[src/core/ossm_pkg.sv]
// Package for the oscillator source select and monitor block.
// Assumes a 20 MHz system clock and an AXI4-Lite master with 32-bit data.
package ossm_pkg;

  // ------------------------------
  // Register map
  // ------------------------------
  localparam logic [7:0] OSSM_OFS_STATUS    = 8'h00;
  localparam logic [7:0] OSSM_OFS_CTRL      = 8'h04;
  localparam logic [7:0] OSSM_OFS_CONFIG    = 8'h08;
  localparam logic [7:0] OSSM_OFS_EVT       = 8'h0C;
  localparam logic [7:0] OSSM_OFS_MASK      = 8'h10;
  localparam logic [7:0] OSSM_OFS_ACTIVE    = 8'h14;

  // ------------------------------
  // Status bit positions
  // ------------------------------
  localparam int OSSM_BIT_EXT   = 7;
  localparam int OSSM_BIT_HF    = 6;
  localparam int OSSM_BIT_MF    = 5;
  localparam int OSSM_BIT_LF    = 4;
  localparam int OSSM_BIT_SEC   = 3;
  localparam int OSSM_BIT_CONV  = 2;
  localparam int OSSM_BIT_PLL   = 0;

  // Event bit positions.
  localparam int OSSM_EVT_FAIL   = 0;
  localparam int OSSM_EVT_SWITCH = 1;
  localparam int OSSM_EVT_XTAL   = 2;
  localparam int OSSM_EVT_W      = 3;

  // ------------------------------
  // Source and mode codes
  // ------------------------------
  localparam logic [2:0] OSSM_SRC_LF      = 3'h0;
  localparam logic [2:0] OSSM_SRC_HF_1M   = 3'h1;
  localparam logic [2:0] OSSM_SRC_HF_32M  = 3'h2;
  localparam logic [2:0] OSSM_SRC_EXT     = 3'h3;

  localparam logic [2:0] OSSM_EXT_LOGIC_LOW  = 3'h0;
  localparam logic [2:0] OSSM_EXT_LOGIC_MED  = 3'h1;
  localparam logic [2:0] OSSM_EXT_LOGIC_HIGH = 3'h2;
  localparam logic [2:0] OSSM_EXT_XTAL_LOW   = 3'h3;
  localparam logic [2:0] OSSM_EXT_XTAL_MED   = 3'h4;
  localparam logic [2:0] OSSM_EXT_XTAL_HIGH  = 3'h5;

  // ------------------------------
  // Timing
  // ------------------------------
  localparam int OSSM_CLK_HZ           = 20000000;
  localparam int OSSM_STARTUP_EDGES    = 1024;
  localparam int OSSM_FAIL_TIMEOUT_US  = 100;
  localparam int OSSM_FAIL_CYCLES      = OSSM_FAIL_TIMEOUT_US * (OSSM_CLK_HZ / 1000000);

  typedef enum logic [1:0] {
    OSSM_SW_IDLE,
    OSSM_SW_WAIT,
    OSSM_SW_COMMIT
  } ossm_sw_state_t;

endpackage

[src/core/ossm_sync.sv]
// Two-flip-flop synchroniser for a single level.
// Assumes the input is asynchronous to clk.
`timescale 1ns/100ps
module ossm_sync
  import ossm_pkg::*;
(
  input  wire logic clk,
  input  wire logic rst,
  input  wire logic d,
  output logic      q
);
  logic meta_r;

  always_ff @(posedge clk or posedge rst) begin
    if (rst) begin
      meta_r <= 1'b0;
      q      <= 1'b0;
    end else begin
      meta_r <= d;
      q      <= meta_r;
    end
  end
endmodule

[src/core/ossm_edge_watch.sv]
// Watches a synchronised external clock level: counts its edges for start-up
// qualification and flags loss of activity.
// Assumes the input is already synchronised to clk.
`timescale 1ns/100ps
module ossm_edge_watch
  import ossm_pkg::*;
#(
  parameter int STARTUP_EDGES = OSSM_STARTUP_EDGES,
  parameter int FAIL_CYCLES   = OSSM_FAIL_CYCLES
)(
  input  wire logic clk,
  input  wire logic rst,
  input  wire logic enable,
  input  wire logic need_startup,
  input  wire logic ext_level,
  output logic      stable,
  output logic      failed
);
  logic                             prev_r;
  logic [$clog2(STARTUP_EDGES+1)-1:0] edges_r;
  logic [$clog2(FAIL_CYCLES+1)-1:0]   idle_r;
  logic                             toggle;

  assign toggle = ext_level ^ prev_r;

  always_ff @(posedge clk or posedge rst) begin
    if (rst) begin
      prev_r <= 1'b0;
    end else begin
      prev_r <= ext_level;
    end
  end

  // Crystals need the full count of edges; logic clocks are usable at once.
  always_ff @(posedge clk or posedge rst) begin
    if (rst) begin
      edges_r <= '0;
      stable  <= 1'b0;
    end else if (!enable || failed) begin
      edges_r <= '0;
      stable  <= 1'b0;
    end else if (!need_startup) begin
      stable  <= 1'b1;
    end else if (toggle && !stable) begin
      if (edges_r == ($bits(edges_r))'(STARTUP_EDGES - 1)) begin
        stable <= 1'b1;
      end
      edges_r <= edges_r + 1'b1;
    end
  end

  always_ff @(posedge clk or posedge rst) begin
    if (rst) begin
      idle_r <= '0;
      failed <= 1'b0;
    end else if (!enable) begin
      idle_r <= '0;
      failed <= 1'b0;
    end else if (toggle || !stable) begin
      // A starting crystal may be silent longer than the failure window, so only a qualified source is judged.
      idle_r <= '0;
    end else if (idle_r == ($bits(idle_r))'(FAIL_CYCLES - 1)) begin
      failed <= 1'b1;
    end else begin
      idle_r <= idle_r + 1'b1;
    end
  end
endmodule

[src/core/ossm_top.sv]
// Oscillator source selection, start-up qualification and clock failure monitor.
// Assumes an AXI4-Lite master on sys_clk and raw oscillator inputs from pins.
// Function
// - At every reset the initial source is taken from the reset clock select field.
// - The reset field offers the low internal oscillator, the high one at 1 MHz or at 32 MHz, or the external source.
// - When an external source is chosen, the external mode field picks its mode.
// - Three external modes are logic clocks: below 500 kHz, 500 kHz to 8 MHz, above 8 MHz.
// - Three external modes are crystals: 32 kHz, 100 kHz to 4 MHz, and above 4 MHz.
// - Software can switch the system clock between external and internal sources.
// - The internal block provides low and high frequency clocks with selectable speeds.
// - Loss of the external clock in any external mode falls back to the internal oscillator.
// - Crystal sources are qualified by a start-up edge count before being usable.
// - Each ready bit reads one when its oscillator is usable, zero otherwise.
// - Status bits 7 to 2 report external, high, mid, low, secondary, converter; bit 0 PLL; bit 1 zero.
`timescale 1ns/100ps
module ossm_top
  import ossm_pkg::*;
#(
  parameter int STARTUP_EDGES = OSSM_STARTUP_EDGES,
  parameter int FAIL_CYCLES   = OSSM_FAIL_CYCLES
)(
  input  wire logic        sys_clk,
  input  wire logic        sys_rst,
  input  wire logic [2:0]  reset_clock_select,
  input  wire logic [2:0]  external_clock_mode_select,
  input  wire logic        ext_clk_in,
  input  wire logic        hf_osc_ok,
  input  wire logic        mf_osc_ok,
  input  wire logic        lf_osc_ok,
  input  wire logic        sec_osc_ok,
  input  wire logic        conv_osc_ok,
  input  wire logic        pll_lock,
  output logic [2:0]       sys_clk_source,
  output logic             hf_speed_32m,
  output logic             ext_enable,
  output logic [2:0]       ext_mode,
  output logic             irq,
  input  wire logic [7:0]  s_axi_awaddr,
  input  wire logic        s_axi_awvalid,
  output logic             s_axi_awready,
  input  wire logic [31:0] s_axi_wdata,
  input  wire logic [3:0]  s_axi_wstrb,
  input  wire logic        s_axi_wvalid,
  output logic             s_axi_wready,
  output logic [1:0]       s_axi_bresp,
  output logic             s_axi_bvalid,
  input  wire logic        s_axi_bready,
  input  wire logic [7:0]  s_axi_araddr,
  input  wire logic        s_axi_arvalid,
  output logic             s_axi_arready,
  output logic [31:0]      s_axi_rdata,
  output logic [1:0]       s_axi_rresp,
  output logic             s_axi_rvalid,
  input  wire logic        s_axi_rready
);

  // ------------------------------
  // Pin synchronisers
  // ------------------------------
  localparam int NPIN = 7;
  logic [NPIN-1:0] pin_raw;
  logic [NPIN-1:0] pin_s;
  assign pin_raw = {ext_clk_in, hf_osc_ok, mf_osc_ok, lf_osc_ok, sec_osc_ok, conv_osc_ok, pll_lock};

  genvar gi;
  generate
    for (gi = 0; gi < NPIN; gi++) begin : g_sync
      ossm_sync u_sync (
        .clk (sys_clk),
        .rst (sys_rst),
        .d   (pin_raw[gi]),
        .q   (pin_s[gi])
      );
    end
  endgenerate

  logic ext_lvl;
  logic hf_ok;
  logic mf_ok;
  logic lf_ok;
  logic sec_ok;
  logic conv_ok;
  logic pll_ok;
  assign {ext_lvl, hf_ok, mf_ok, lf_ok, sec_ok, conv_ok, pll_ok} = pin_s;

  // ---------------------------------------------------------------------------
  // Configuration captured after reset release
  // ---------------------------------------------------------------------------
  // Straps are caught by a clocked process on the first edge after release.
  logic       cfg_done_r;
  logic [2:0] cfg_src_r;
  logic [2:0] cfg_mode_r;

  always_ff @(posedge sys_clk or posedge sys_rst) begin
    if (sys_rst) begin
      cfg_done_r <= 1'b0;
      cfg_src_r  <= OSSM_SRC_LF;
      cfg_mode_r <= OSSM_EXT_LOGIC_LOW;
    end else if (!cfg_done_r) begin
      cfg_done_r <= 1'b1;
      cfg_src_r  <= (reset_clock_select > OSSM_SRC_EXT) ? OSSM_SRC_LF : reset_clock_select;
      cfg_mode_r <= (external_clock_mode_select > OSSM_EXT_XTAL_HIGH) ?
                    OSSM_EXT_LOGIC_LOW : external_clock_mode_select;
    end
  end

  // ------------------------------
  // Register state
  // ------------------------------
  logic [2:0]           req_src_r;
  logic [2:0]           req_src_nxt;
  logic                 req_pend_r;
  logic [OSSM_EVT_W-1:0] evt_r;
  logic [OSSM_EVT_W-1:0] mask_r;
  logic [7:0]           status;

  // ---------------------------------------------------------------------------
  // External oscillator watch
  // ---------------------------------------------------------------------------
  logic ext_stable;
  logic ext_failed;
  logic need_startup;

  // Only crystal modes need the start-up count; a logic clock is trusted as soon as it is enabled.
  assign need_startup = (ext_mode >= OSSM_EXT_XTAL_LOW);

  ossm_edge_watch #(
    .STARTUP_EDGES (STARTUP_EDGES),
    .FAIL_CYCLES   (FAIL_CYCLES)
  ) u_watch (
    .clk          (sys_clk),
    .rst          (sys_rst),
    .enable       (ext_enable),
    .need_startup (need_startup),
    .ext_level    (ext_lvl),
    .stable       (ext_stable),
    .failed       (ext_failed)
  );

  // ------------------------------
  // Status register
  // ------------------------------
  always_comb begin
    status                 = 8'h00;
    status[OSSM_BIT_EXT]   = ext_stable & ~ext_failed;
    status[OSSM_BIT_HF]    = hf_ok;
    status[OSSM_BIT_MF]    = mf_ok;
    status[OSSM_BIT_LF]    = lf_ok;
    status[OSSM_BIT_SEC]   = sec_ok;
    status[OSSM_BIT_CONV]  = conv_ok;
    status[OSSM_BIT_PLL]   = pll_ok;
  end

  function automatic logic src_ready(input logic [2:0] s, input logic [7:0] st);
    logic r;
    r = 1'b0;
    unique case (s)
      OSSM_SRC_LF:     r = st[OSSM_BIT_LF];
      OSSM_SRC_HF_1M:  r = st[OSSM_BIT_HF];
      OSSM_SRC_HF_32M: r = st[OSSM_BIT_HF];
      OSSM_SRC_EXT:    r = st[OSSM_BIT_EXT];
      default:         r = 1'b0;
    endcase
    return r;
  endfunction

  // ---------------------------------------------------------------------------
  // Switch sequencer
  // ---------------------------------------------------------------------------
  ossm_sw_state_t sw_r;
  logic           fail_evt;
  logic           switch_evt;
  logic           xtal_evt;
  logic           ext_stable_d_r;

  assign fail_evt = ext_failed && (sys_clk_source == OSSM_SRC_EXT);
  assign xtal_evt = ext_stable && !ext_stable_d_r;

  always_ff @(posedge sys_clk or posedge sys_rst) begin
    if (sys_rst) begin
      ext_stable_d_r <= 1'b0;
    end else begin
      ext_stable_d_r <= ext_stable;
    end
  end

  // Apart from the fall-back to 1 MHz on failure, the running clock changes only once the target reports ready, so no runt pulse is made.
  always_ff @(posedge sys_clk or posedge sys_rst) begin
    if (sys_rst) begin
      sw_r           <= OSSM_SW_IDLE;
      sys_clk_source <= OSSM_SRC_LF;
      hf_speed_32m   <= 1'b0;
      ext_enable     <= 1'b0;
      ext_mode       <= OSSM_EXT_LOGIC_LOW;
      switch_evt     <= 1'b0;
    end else begin
      switch_evt <= 1'b0;
      if (!cfg_done_r) begin
        sw_r <= OSSM_SW_IDLE;
      end else if (fail_evt) begin
        sys_clk_source <= OSSM_SRC_HF_1M;
        hf_speed_32m   <= 1'b0;
        ext_enable     <= 1'b0;
        sw_r           <= OSSM_SW_IDLE;
        switch_evt     <= 1'b1;
      end else begin
        unique case (sw_r)
          OSSM_SW_IDLE: begin
            if (req_pend_r && req_src_r != sys_clk_source) begin
              ext_mode   <= cfg_mode_r;
              ext_enable <= ext_enable | (req_src_r == OSSM_SRC_EXT);
              sw_r       <= OSSM_SW_WAIT;
            end
          end
          OSSM_SW_WAIT: begin
            if (src_ready(req_src_r, status)) begin
              sw_r <= OSSM_SW_COMMIT;
            end
          end
          OSSM_SW_COMMIT: begin
            sys_clk_source <= req_src_r;
            hf_speed_32m   <= (req_src_r == OSSM_SRC_HF_32M);
            ext_enable     <= (req_src_r == OSSM_SRC_EXT);
            switch_evt     <= 1'b1;
            sw_r           <= OSSM_SW_IDLE;
          end
        endcase
      end
    end
  end

  // ------------------------------
  // AXI4-Lite slave
  // ------------------------------
  logic        aw_hold_r;
  logic        w_hold_r;
  logic [7:0]  aw_addr_r;
  logic [31:0] w_data_r;
  logic [3:0]  w_strb_r;
  logic        wr_go;
  logic        wr_ok;
  logic [31:0] rd_val;
  logic        rd_ok;

  assign wr_go = aw_hold_r && w_hold_r && !s_axi_bvalid;
  assign wr_ok = (aw_addr_r <= OSSM_OFS_ACTIVE);

  always_ff @(posedge sys_clk or posedge sys_rst) begin
    if (sys_rst) begin
      aw_hold_r     <= 1'b0;
      w_hold_r      <= 1'b0;
      aw_addr_r     <= 8'h00;
      w_data_r      <= 32'h0000_0000;
      w_strb_r      <= 4'h0;
      s_axi_awready <= 1'b0;
      s_axi_wready  <= 1'b0;
      s_axi_bvalid  <= 1'b0;
      s_axi_bresp   <= 2'h0;
    end else begin
      s_axi_awready <= !aw_hold_r && !s_axi_awready && s_axi_awvalid;
      s_axi_wready  <= !w_hold_r && !s_axi_wready && s_axi_wvalid;
      if (s_axi_awvalid && s_axi_awready) begin
        aw_hold_r <= 1'b1;
        aw_addr_r <= {s_axi_awaddr[7:2], 2'h0};
      end
      if (s_axi_wvalid && s_axi_wready) begin
        w_hold_r <= 1'b1;
        w_data_r <= s_axi_wdata;
        w_strb_r <= s_axi_wstrb;
      end
      if (wr_go) begin
        aw_hold_r    <= 1'b0;
        w_hold_r     <= 1'b0;
        s_axi_bvalid <= 1'b1;
        s_axi_bresp  <= wr_ok ? 2'h0 : 2'h2;
      end else if (s_axi_bvalid && s_axi_bready) begin
        s_axi_bvalid <= 1'b0;
      end
    end
  end

  assign req_src_nxt = (w_data_r[2:0] > OSSM_SRC_EXT) ? sys_clk_source : w_data_r[2:0];

  always_ff @(posedge sys_clk or posedge sys_rst) begin
    if (sys_rst) begin
      req_src_r  <= OSSM_SRC_LF;
      req_pend_r <= 1'b0;
    end else if (!cfg_done_r) begin
      req_src_r  <= (reset_clock_select > OSSM_SRC_EXT) ? OSSM_SRC_LF : reset_clock_select;
      req_pend_r <= 1'b1;
    end else if (wr_go && aw_addr_r == OSSM_OFS_CTRL && w_strb_r[0]) begin
      req_src_r  <= req_src_nxt;
      req_pend_r <= 1'b1;
    end else if (sw_r == OSSM_SW_COMMIT || fail_evt) begin
      req_pend_r <= 1'b0;
    end
  end

  // Sticky events: a new event in the clearing cycle wins over the clear.
  always_ff @(posedge sys_clk or posedge sys_rst) begin
    if (sys_rst) begin
      evt_r  <= '0;
      mask_r <= '0;
    end else begin
      if (wr_go && aw_addr_r == OSSM_OFS_MASK && w_strb_r[0]) begin
        mask_r <= w_data_r[OSSM_EVT_W-1:0];
      end
      evt_r <= (evt_r & ~((wr_go && aw_addr_r == OSSM_OFS_EVT && w_strb_r[0]) ?
                          w_data_r[OSSM_EVT_W-1:0] : '0))
             | {xtal_evt, switch_evt, fail_evt};
    end
  end

  always_ff @(posedge sys_clk or posedge sys_rst) begin
    if (sys_rst) begin
      irq <= 1'b0;
    end else begin
      irq <= |(evt_r & mask_r);
    end
  end

  always_comb begin
    rd_val = 32'h0000_0000;
    rd_ok  = 1'b1;
    unique case ({s_axi_araddr[7:2], 2'h0})
      OSSM_OFS_STATUS: rd_val[7:0] = status;
      OSSM_OFS_CTRL:   rd_val[2:0] = req_src_r;
      OSSM_OFS_CONFIG: rd_val[6:0] = {cfg_mode_r, 1'b0, cfg_src_r};
      OSSM_OFS_EVT:    rd_val[OSSM_EVT_W-1:0] = evt_r;
      OSSM_OFS_MASK:   rd_val[OSSM_EVT_W-1:0] = mask_r;
      OSSM_OFS_ACTIVE: rd_val[5:0] = {ext_failed, sw_r != OSSM_SW_IDLE, hf_speed_32m, sys_clk_source};
      default:         rd_ok = 1'b0;
    endcase
  end

  always_ff @(posedge sys_clk or posedge sys_rst) begin
    if (sys_rst) begin
      s_axi_arready <= 1'b0;
      s_axi_rvalid  <= 1'b0;
      s_axi_rdata   <= 32'h0000_0000;
      s_axi_rresp   <= 2'h0;
    end else begin
      s_axi_arready <= s_axi_arvalid && !s_axi_arready && !s_axi_rvalid;
      if (s_axi_arvalid && s_axi_arready) begin
        s_axi_rvalid <= 1'b1;
        s_axi_rdata  <= rd_val;
        s_axi_rresp  <= rd_ok ? 2'h0 : 2'h2;
      end else if (s_axi_rvalid && s_axi_rready) begin
        s_axi_rvalid <= 1'b0;
      end
    end
  end

endmodule

[config.mk]
export PLATFORM = sky130hd
export DESIGN_NAME = ossm_top
export DESIGN_NICKNAME = d
export VERILOG_FILES = /design/src/core/ossm_pkg.sv /design/src/core/ossm_sync.sv /design/src/core/ossm_edge_watch.sv /design/src/core/ossm_top.sv
export SDC_FILE = /design/constraint.sdc
export NUM_CORES = 1
export LEC_CHECK = 0
export BUFFER_PORTS_ARGS = -buffer_cell sky130_fd_sc_hd__buf_2
export CORE_ASPECT_RATIO = 1.25
export CORE_MARGIN = 10
export CORE_UTILIZATION = 41
export CTS_BUF_LIST = sky130_fd_sc_hd__clkbuf_4
export CTS_CLUSTER_DIAMETER = 40
export DETAILED_ROUTE_END_ITERATION = 8
export PLACE_DENSITY = 0.67
export SLEW_MARGIN = 20
export SYNTH_ARGS = -nofsm -noshare
export SYNTH_HDL_FRONTEND = slang
export SYNTH_HIERARCHICAL = 1
export SYNTH_SLANG_ARGS = --single-unit
[constraint.sdc]
create_clock -name sys_clk -period 1.6 [get_ports sys_clk]
set_input_delay 0.08 -clock sys_clk [delete_from_list [all_inputs] [get_ports sys_clk]]
set_output_delay 0.08 -clock sys_clk [all_outputs]
set_load 0.01 [all_outputs]
==> qor.json, run 1 <==
{
  "setup_viol_count_final": 0,
  "initial_utilization": 0.422,
  "io_pins": 122,
  "worstRegToRegCells": 4,
  "cp_top_family": "compound AO/OA/AOI/OAI gates",
  "grt_util_all_layers": 0.143,
  "critical_path_class": "reg2reg",
  "maximum_resistive_drop_on_vdd_uv": 674,
  "post-route-drc-count": 0,
  "critical_path_buf_inv_count": 0,
  "areaGrowthSynthToFinish_pct": 23.4,
  "clock-root-buffer": "sky130_fd_sc_hd__clkbuf_4",
  "synthTopCellsByArea": "sky130_fd_sc_hd__dfrtp_1 51%, sky130_fd_sc_hd__buf_4 4.3%, sky130_fd_sc_hd__mux2i_1 4.0%, sky130_fd_sc_hd__nand2_1 3.0%, sky130_fd_sc_hd__mux2_2 2.6%",
  "postLayoutCoreUtil": 0.521,
  "max_cap_violations": 0,
  "syn-cell-area_um2": 4700,
  "grt_start_max_net_pins": 41,
  "finalClockSkew_ns": 0.0131,
  "floorplan.die.width_um": 116,
  "critical_path_cell_with_the_highest_stage_delay": "sky130_fd_sc_hd__dfrtp_1",
  "clock_pin_transition_on_the_worst_setup_and_hold_timing_paths_ns": 0.15,
  "synth_enable_flop_cells": 0,
  "final_layout_size_suffix_gt1_frac": 0.268,
  "placedInstanceArea_um2": 5200,
  "clock.fmax_mhz": 640,
  "synth_top_cell_area_share": 0.511,
  "final_cell_count_no_fill": 690,
  "timing.reg2reg.setup_slack_ns": 0.04,
  "global_route_wire_length_before_repair_um": 18800,
  "worstSetupStartpointType": "register",
  "finalNetCount": 627,
  "firstDrtPassIters": 4,
  "crit_path_max_fanout": 4,
  "placed_cells_incl_taps": 632,
  "synthFlopType": "sky130_fd_sc_hd__dfrtp_1",
  "core_area_um2": 11100,
  "post_synth.cell_area_avg_um2": 11.0,
  "run_status": "finished, final reports clean",
  "routing_usage_on_met1": 0.169,
  "netlist.top_cell.by_area": "sky130_fd_sc_hd__dfrtp_1",
  "io_buffer_count": 59,
  "worst_hold_path_type": "in2reg",
  "report.power.total_mw": 6.95,
  "min_path_cells": 3,
  "antenna_cells": 0,
  "crit_path_cell_trace": "xor2_2 > o31ai_4 > a32oi_2 > o2bb2a_4",
  "synthTopCellsByCount": "96 x sky130_fd_sc_hd__dfrtp_1, 38 x sky130_fd_sc_hd__nand2_1, 27 x sky130_fd_sc_hd__buf_4",
  "grt_setup_unrepaired": "true",
  "leakage_power_of_the_design_nw": 2.78,
  "stdcell_area_um2": 5800,
  "timing.critical_path.required_ns": 1.97,
  "worst-endpoint-arrival_ns": 1.93,
  "route.detailed.vias_per_inst": 5.15,
  "p_per_area_nw_per_um2": 1200,
  "grt_overflow_total": 0,
  "grt.met3_usage": 0.0465,
  "sequential_fraction_of_the_synthesis_area": 0.511,
  "cts_inserted_buffers": 9,
  "final_max_slew_viols": 0,
  "grt.met2_usage": 0.239,
  "dieHeight_um": 140,
  "hold_slack_ns": 0.0444,
  "cts.htree.levels": 3,
  "drtAntennaViolNets": 0,
  "first_global_vias": 3716,
  "wl_per_cell_um": 16.1,
  "antenna_violations_before_repair": 0,
  "cts_tree": "done",
  "hold_violations": 0,
  "synth-warning-count": 6,
  "number_of_register_bits_inferred_by_synthesis": 96,
  "cp_slowest_stage_delay_ns": 0.46,
  "holdCritStartpoint": "s_axi_araddr[4]",
  "gp_congestion": 0.802,
  "timing.critical_path.to_type": "register",
  "critical_path.reg2reg.endpoint": "sw_r[1]",
  "netlist-cell-type-count": 66,
  "r2r_start": "req_src_r[0]",
  "dieArea_um2": 16200,
  "route.vias.total": 3551,
  "timing.hold.worst_endpoint": "s_axi_rresp[1]",
  "first_iter_violations": 145,
  "placementRows": 43,
  "post-route-min-period_ns": 1.56,
  "grt_busiest_layer": "met2",
  "cts-root-to-sink-buffers": 2,
  "netlist_instances": 427,
  "post-dp-hpwl_um": 8160,
  "synthArstFlopShare": 1.00,
  "fin_crit_sh": 0.976,
  "clkLatencyLatePin_ns": 0.46,
  "total_routed_length_um": 11100,
  "post-synth-top-count-cell": "sky130_fd_sc_hd__dfrtp_1",
  "cts.sinks": 96
}
[layout make-up]
class / count / area (um2)
fill: 999 / 5330
sequential: 96 / 2410
multi-input combinational: 291 / 2060
timing repair buffer: 127 / 906
tap: 135 / 169
inverter: 25 / 93.8
clock inverter: 6 / 91.3
clock buffer: 10 / 75.1
[flip-flops by register name, indices dropped and copies added, names as in the netlist, 2 cells and up]
name                  cells
cfg_src_r                 3
w_data_r                  3
cfg_mode_r                3
aw_addr_r                 6
u_watch/idle_r           11
s_axi_rdata               8
evt_r                     3
ext_mode                  3
req_src_r                 3
g_sync.u_sync/q           7
u_watch/edges_r          11
sys_clk_source            3
mask_r                    3
g_sync.u_sync/meta_r      7
sw_r                      2
[tightest hold or removal path, delay by kind of cell]
kind / cells / cell delay [ns]
AOI/OAI and AO/OA: 2 / 0.23
buffers and inverters: 1 / 0.16
[worst max-delay path by stage]
stage	start	to	slack (ns)	cells after the start
floorplan	sys_clk_source[1]	sw_r[1]	0.05	4
global placement	sys_clk_source[0]	sw_r[1]	0.06	4
detailed placement	sys_clk_source[0]	sw_r[1]	0.03	4
CTS	s_axi_araddr[5]	s_axi_rdata[3]	0.005	5
global route	req_src_r[0]	sw_r[1]	-0.01	4
finish	req_src_r[0]	sw_r[1]	0.04	4
[kinds of logic (layout without fill, tap and decap cells)]
kind of cell,Yosys count,after routing,synth area share
flip-flops,96,96,0.511
other,2,27,0.00160
buffers and inverters,65,168,0.0764
XOR/XNOR,7,7,0.0162
AO/OA/AOI/OAI,75,75,0.114
adder cells (fa/ha/maj),5,5,0.0133
AND/OR/NAND/NOR,138,138,0.171
multiplexers,39,39,0.0956
[report_power, final]
group	internal, mW	switching [mW]
Combinational	1.06	1.06
Sequential	2.87	0.445
Clock	0.663	0.852
[layout by cell type (no fill, tap or decap), drive strengths merged, types with 6 or more instances in the layout]
cell type and instances:
mux2 18, nor2 14, inv 27, clkbuf 10, o31ai 12, a21o 6
buf 92, conb 27, o21ai 14, or4 9, nand2 38, mux2i 19
nand3 16, a21oi 19, dfrtp 96, nand4 7, dlygate4sd3 35, nand2b 14
[through the flow]
stage | setup slack [ns] | TNS, ns
after floorplan | 0.0490 | 0
after global placement | 0.0620 | 0
after detailed placement | 0.0287 | 0
after CTS | 0.00453 | 0
after global routing | -0.0131 | -0.0131
final | 0.0385 | 0
[timing repair]
action / CTS / global route
hold buffers: 36 / 0
hold endpoints to repair: 93 / 0
setup buffers: 0 / 7
gates resized for setup: 0 / 10
pin swaps: 1 / 7
setup endpoints to repair: 1 / 25
[metal layers]
layer,share of wire,vias up
met2,0.50,79
met3,0.059,13
li1,-,1713
met5,0,-
met1,0.42,1746
met4,0.017,0
No activity file was read; power rests on OpenSTA's default activity.
==> run 2: changes to the inputs <==
--- a/config.mk
+++ b/config.mk
@@ -12,9 +12,8 @@
 export CTS_BUF_LIST = sky130_fd_sc_hd__clkbuf_4
 export CTS_CLUSTER_DIAMETER = 40
 export DETAILED_ROUTE_END_ITERATION = 8
-export PLACE_DENSITY = 0.67
+export PLACE_DENSITY = 0.68
 export SLEW_MARGIN = 20
 export SYNTH_ARGS = -nofsm -noshare
 export SYNTH_HDL_FRONTEND = slang
-export SYNTH_HIERARCHICAL = 1
 export SYNTH_SLANG_ARGS = --single-unit
==> run 2 against run 1 <==
The flow now finishes with violations (negative setup slack). Clock power decreased by 4%. Power increased by 9.3%. Via count decreased by 4.0%. Critical path type unchanged. Largest power group unchanged.
==> qor.json, run 2 <==
{
  "run_status": "complete, but fails checks",
  "failed_checks": "negative setup slack",
  "leakage_power_of_the_design_nw": 2.77,
  "floorplan.die.width_um": 113,
  "cp_top_family": "simple AND/OR/NAND/NOR gates",
  "areaGrowthSynthToFinish_pct": 31.0,
  "stdcell_area_um2": 5800,
  "power.sequential.fraction": 0.441,
  "post_synth.cell_area_avg_um2": 10.9,
  "final_layout_size_suffix_gt1_frac": 0.345,
  "finalNetCount": 622,
  "netlist.top_cell.by_area": "sky130_fd_sc_hd__dfrtp_1",
  "final_cell_count_no_fill": 684,
  "finalClockSkew_ns": 0.0101,
  "synthFlopType": "sky130_fd_sc_hd__dfrtp_1",
  "combinational_power_share": 0.367,
  "timing.critical_path.to_type": "register",
  "route.vias.total": 3410,
  "cts.htree.levels": 3,
  "clock_pin_transition_on_the_worst_setup_and_hold_timing_paths_ns": 0.14,
  "post-synth-top-count-cell": "sky130_fd_sc_hd__dfrtp_1",
  "critical_path_buf_inv_count": 0,
  "synth_top_cell_area_share": 0.543,
  "dr_wl_met3_um": 595,
  "p_per_area_nw_per_um2": 1310,
  "filler_cell_count": 913,
  "report.power.total_mw": 7.60,
  "placed_cells_incl_taps": 628,
  "first_iter_violations": 172,
  "number_of_register_bits_inferred_by_synthesis": 96,
  "total_routed_length_um": 10500,
  "final_max_slew_viols": 0,
  "cp_slowest_stage_delay_ns": 0.57,
  "crit_path_cell_trace": "or4_4 > nor4_4 > mux2_2",
  "dieHeight_um": 136,
  "gp_congestion": 0.858,
  "dieArea_um2": 15400,
  "startpoint_of_the_worst_setup_timing_path": "aw_addr_r[5]",
  "antenna_violations_before_repair": 1,
  "grt_setup_unrepaired": "true",
  "first_global_vias": 3617,
  "grt_start_max_net_pins": 41,
  "global_route_wire_length_before_repair_um": 17000,
  "grt_overflow_total": 0,
  "reg_top3": "u_watch.edges_r x11, u_watch.idle_r x11, s_axi_rdata x8",
  "synth-warning-count": 0,
  "met1Wirelength_um": 4250,
  "highest_layer": "met4",
  "post-route-drc-count": 0,
  "firstDrtPassIters": 4,
  "post-route-min-period_ns": 1.72,
  "timing.critical_path.required_ns": 1.93,
  "wl_per_cell_um": 15.4,
  "critical_path_class": "reg2reg",
  "fin_crit_sh": 1.07,
  "clock-root-buffer": "sky130_fd_sc_hd__clkbuf_4",
  "cts.sinks": 96,
  "io_pins": 122,
  "syn-cell-area_um2": 4430,
  "synthTopCellsByArea": "sky130_fd_sc_hd__dfrtp_1 54%, sky130_fd_sc_hd__mux2_2 5.9%, sky130_fd_sc_hd__buf_4 4.4%, sky130_fd_sc_hd__nand2_1 3.3%, sky130_fd_sc_hd__o21ai_0 2.5%",
  "synthTopCellsByCount": "96 x sky130_fd_sc_hd__dfrtp_1, 39 x sky130_fd_sc_hd__nand2_1, 26 x sky130_fd_sc_hd__buf_4",
  "worstSetupStartpointType": "register",
  "p_int_mw": 5.03,
  "drtAntennaViolNets": 0,
  "worst_hold_path_type": "in2reg",
  "cts_tree": "done",
  "most-common-layout-cells": "93 x sky130_fd_sc_hd__dfrtp_1, 59 x sky130_fd_sc_hd__buf_2, 52 x sky130_fd_sc_hd__buf_4",
  "clkLatencyLatePin_ns": 0.44,
  "sequential_fraction_of_the_synthesis_area": 0.543,
  "critical_path_cell_with_the_highest_stage_delay": "sky130_fd_sc_hd__or4_4",
  "post_route_worst_setup_slack_ns": -0.120,
  "core_area_um2": 10600,
  "timing.max_slew.rel_slack": 0.593,
  "cts_inserted_buffers": 9,
  "hold_violations": 0,
  "cts-root-to-sink-buffers": 2,
  "post-dp-hpwl_um": 7950,
  "route.detailed.vias_per_inst": 4.99,
  "placementRows": 42,
  "grt_util_all_layers": 0.135,
  "max_cap_violations": 0,
  "share_clk_of_total_power": 0.192,
  "netlist_instances": 406,
  "setup_viol_count_final": 13,
  "switchingPower_mw": 2.57,
  "synth_enable_flop_cells": 0,
  "placedInstanceArea_um2": 5170,
  "clock.fmax_mhz": 581,
  "r2r_start": "aw_addr_r[5]",
  "leading_cell_type_in_the_layout_fill_and_taps_excluded": "sky130_fd_sc_hd__dfrtp_1",
  "switching_share": 0.339,
  "worst_slew_pin_slew_ns": 0.609,
  "maximum_resistive_drop_on_vdd_uv": 474,
  "initial_utilization": 0.419,
  "route.met2.wl_um": 5440,
  "io_buffer_count": 59,
  "crit_path_max_fanout": 3,
  "netlist-cell-type-count": 50,
  "holdCritStartpoint": "reset_clock_select[0]",
  "synthArstFlopShare": 1.00,
  "worst-endpoint-arrival_ns": 2.05
}
run 2: logic make-up (layout without fill, tap and decap cells):
group,Yosys count,count (layout),synth area share
compound gates,73,73,0.109
buf+inv,58,177,0.0712
simple gates,126,126,0.150
fa+ha+maj,5,5,0.0141
mux,32,32,0.0845
flops,96,96,0.543
xor+xnor,14,14,0.0277
other cells,2,29,0.00170
run 2: worst paths after layout:
kind | slack (ns) | cells after the start | endpoint
worst max-delay path | -0.12 | 3 | mask_r[0]
worst min-delay path | 0.07 | 3 | cfg_src_r[0]
worst max register to register | -0.12 | 3 | mask_r[0]
worst min register to register | 0.37 | 0 | g_sync[5].u_sync.q
max in group asynchronous | 0.76 | 4 | g_sync[3].u_sync.meta_r
min in group asynchronous | 0.24 | 3 | g_sync[0].u_sync.meta_r
run 2: per-layer routing:
layer  track usage  vias to the layer above
met5             0                        -
met4        0.0607                        0
met3        0.0401                       15
met2         0.234                       68
met1         0.150                     1671
li1              -                     1656
run 2: what timing repair did:
| action | in CTS | in global routing |
|---|---|---|
| setup endpoints to repair | 18 | 23 |
| hold buffers | 29 | 0 |
| setup buffers | 5 | 4 |
| pin swaps | 2 | 4 |
| endpoints found under the hold margin | 50 | 0 |
| resized for setup | 9 | 16 |
| gates cloned | 0 | 0 |
run 2: layout make-up:
class,instances,area (um2),area share
Tap cell,132,165,0.0285
Clock inverter,5,80.1,0.0138
Clock buffer,11,82.6,0.0142
Inverter,18,71.3,0.0123
Sequential cell,96,2410,0.415
Multi-Input combinational cell,277,1960,0.338
Timing Repair Buffer,143,1030,0.177
Antenna cell,2,5.00,0.000863
run 2: metrics by stage:
step / utilization / worst slack [ns] / TNS (ns) / hold slack (ns)
after floorplan: - / -0.102 / -0.225 / 0.111
after global placement: 0.490 / -0.0989 / -0.693 / 0.182
after detailed placement: 0.490 / -0.106 / -0.921 / 0.188
after CTS: 0.539 / -0.140 / -1.04 / 0.0532
after global routing: 0.549 / -0.207 / -1.99 / 0.0425
final: 0.549 / -0.120 / -0.831 / 0.0717
run 2: power groups by stage:
stage	clock network [mW]	logic (mW)	registers [mW]
2_1_floorplan	0	1.41	3.37
3_3_place_gp	0	2.32	3.36
3_5_place_dp	0	2.40	3.39
4_1_cts	1.52	2.58	3.34
5_1_grt	1.60	3.06	3.42
6_report	1.46	2.79	3.35
run 2: tightest hold or removal path, cell delays in order:
cell	delay, ns
sky130_fd_sc_hd__buf_2	0.09
sky130_fd_sc_hd__nor3b_1	0.16
sky130_fd_sc_hd__a21o_1	0.16
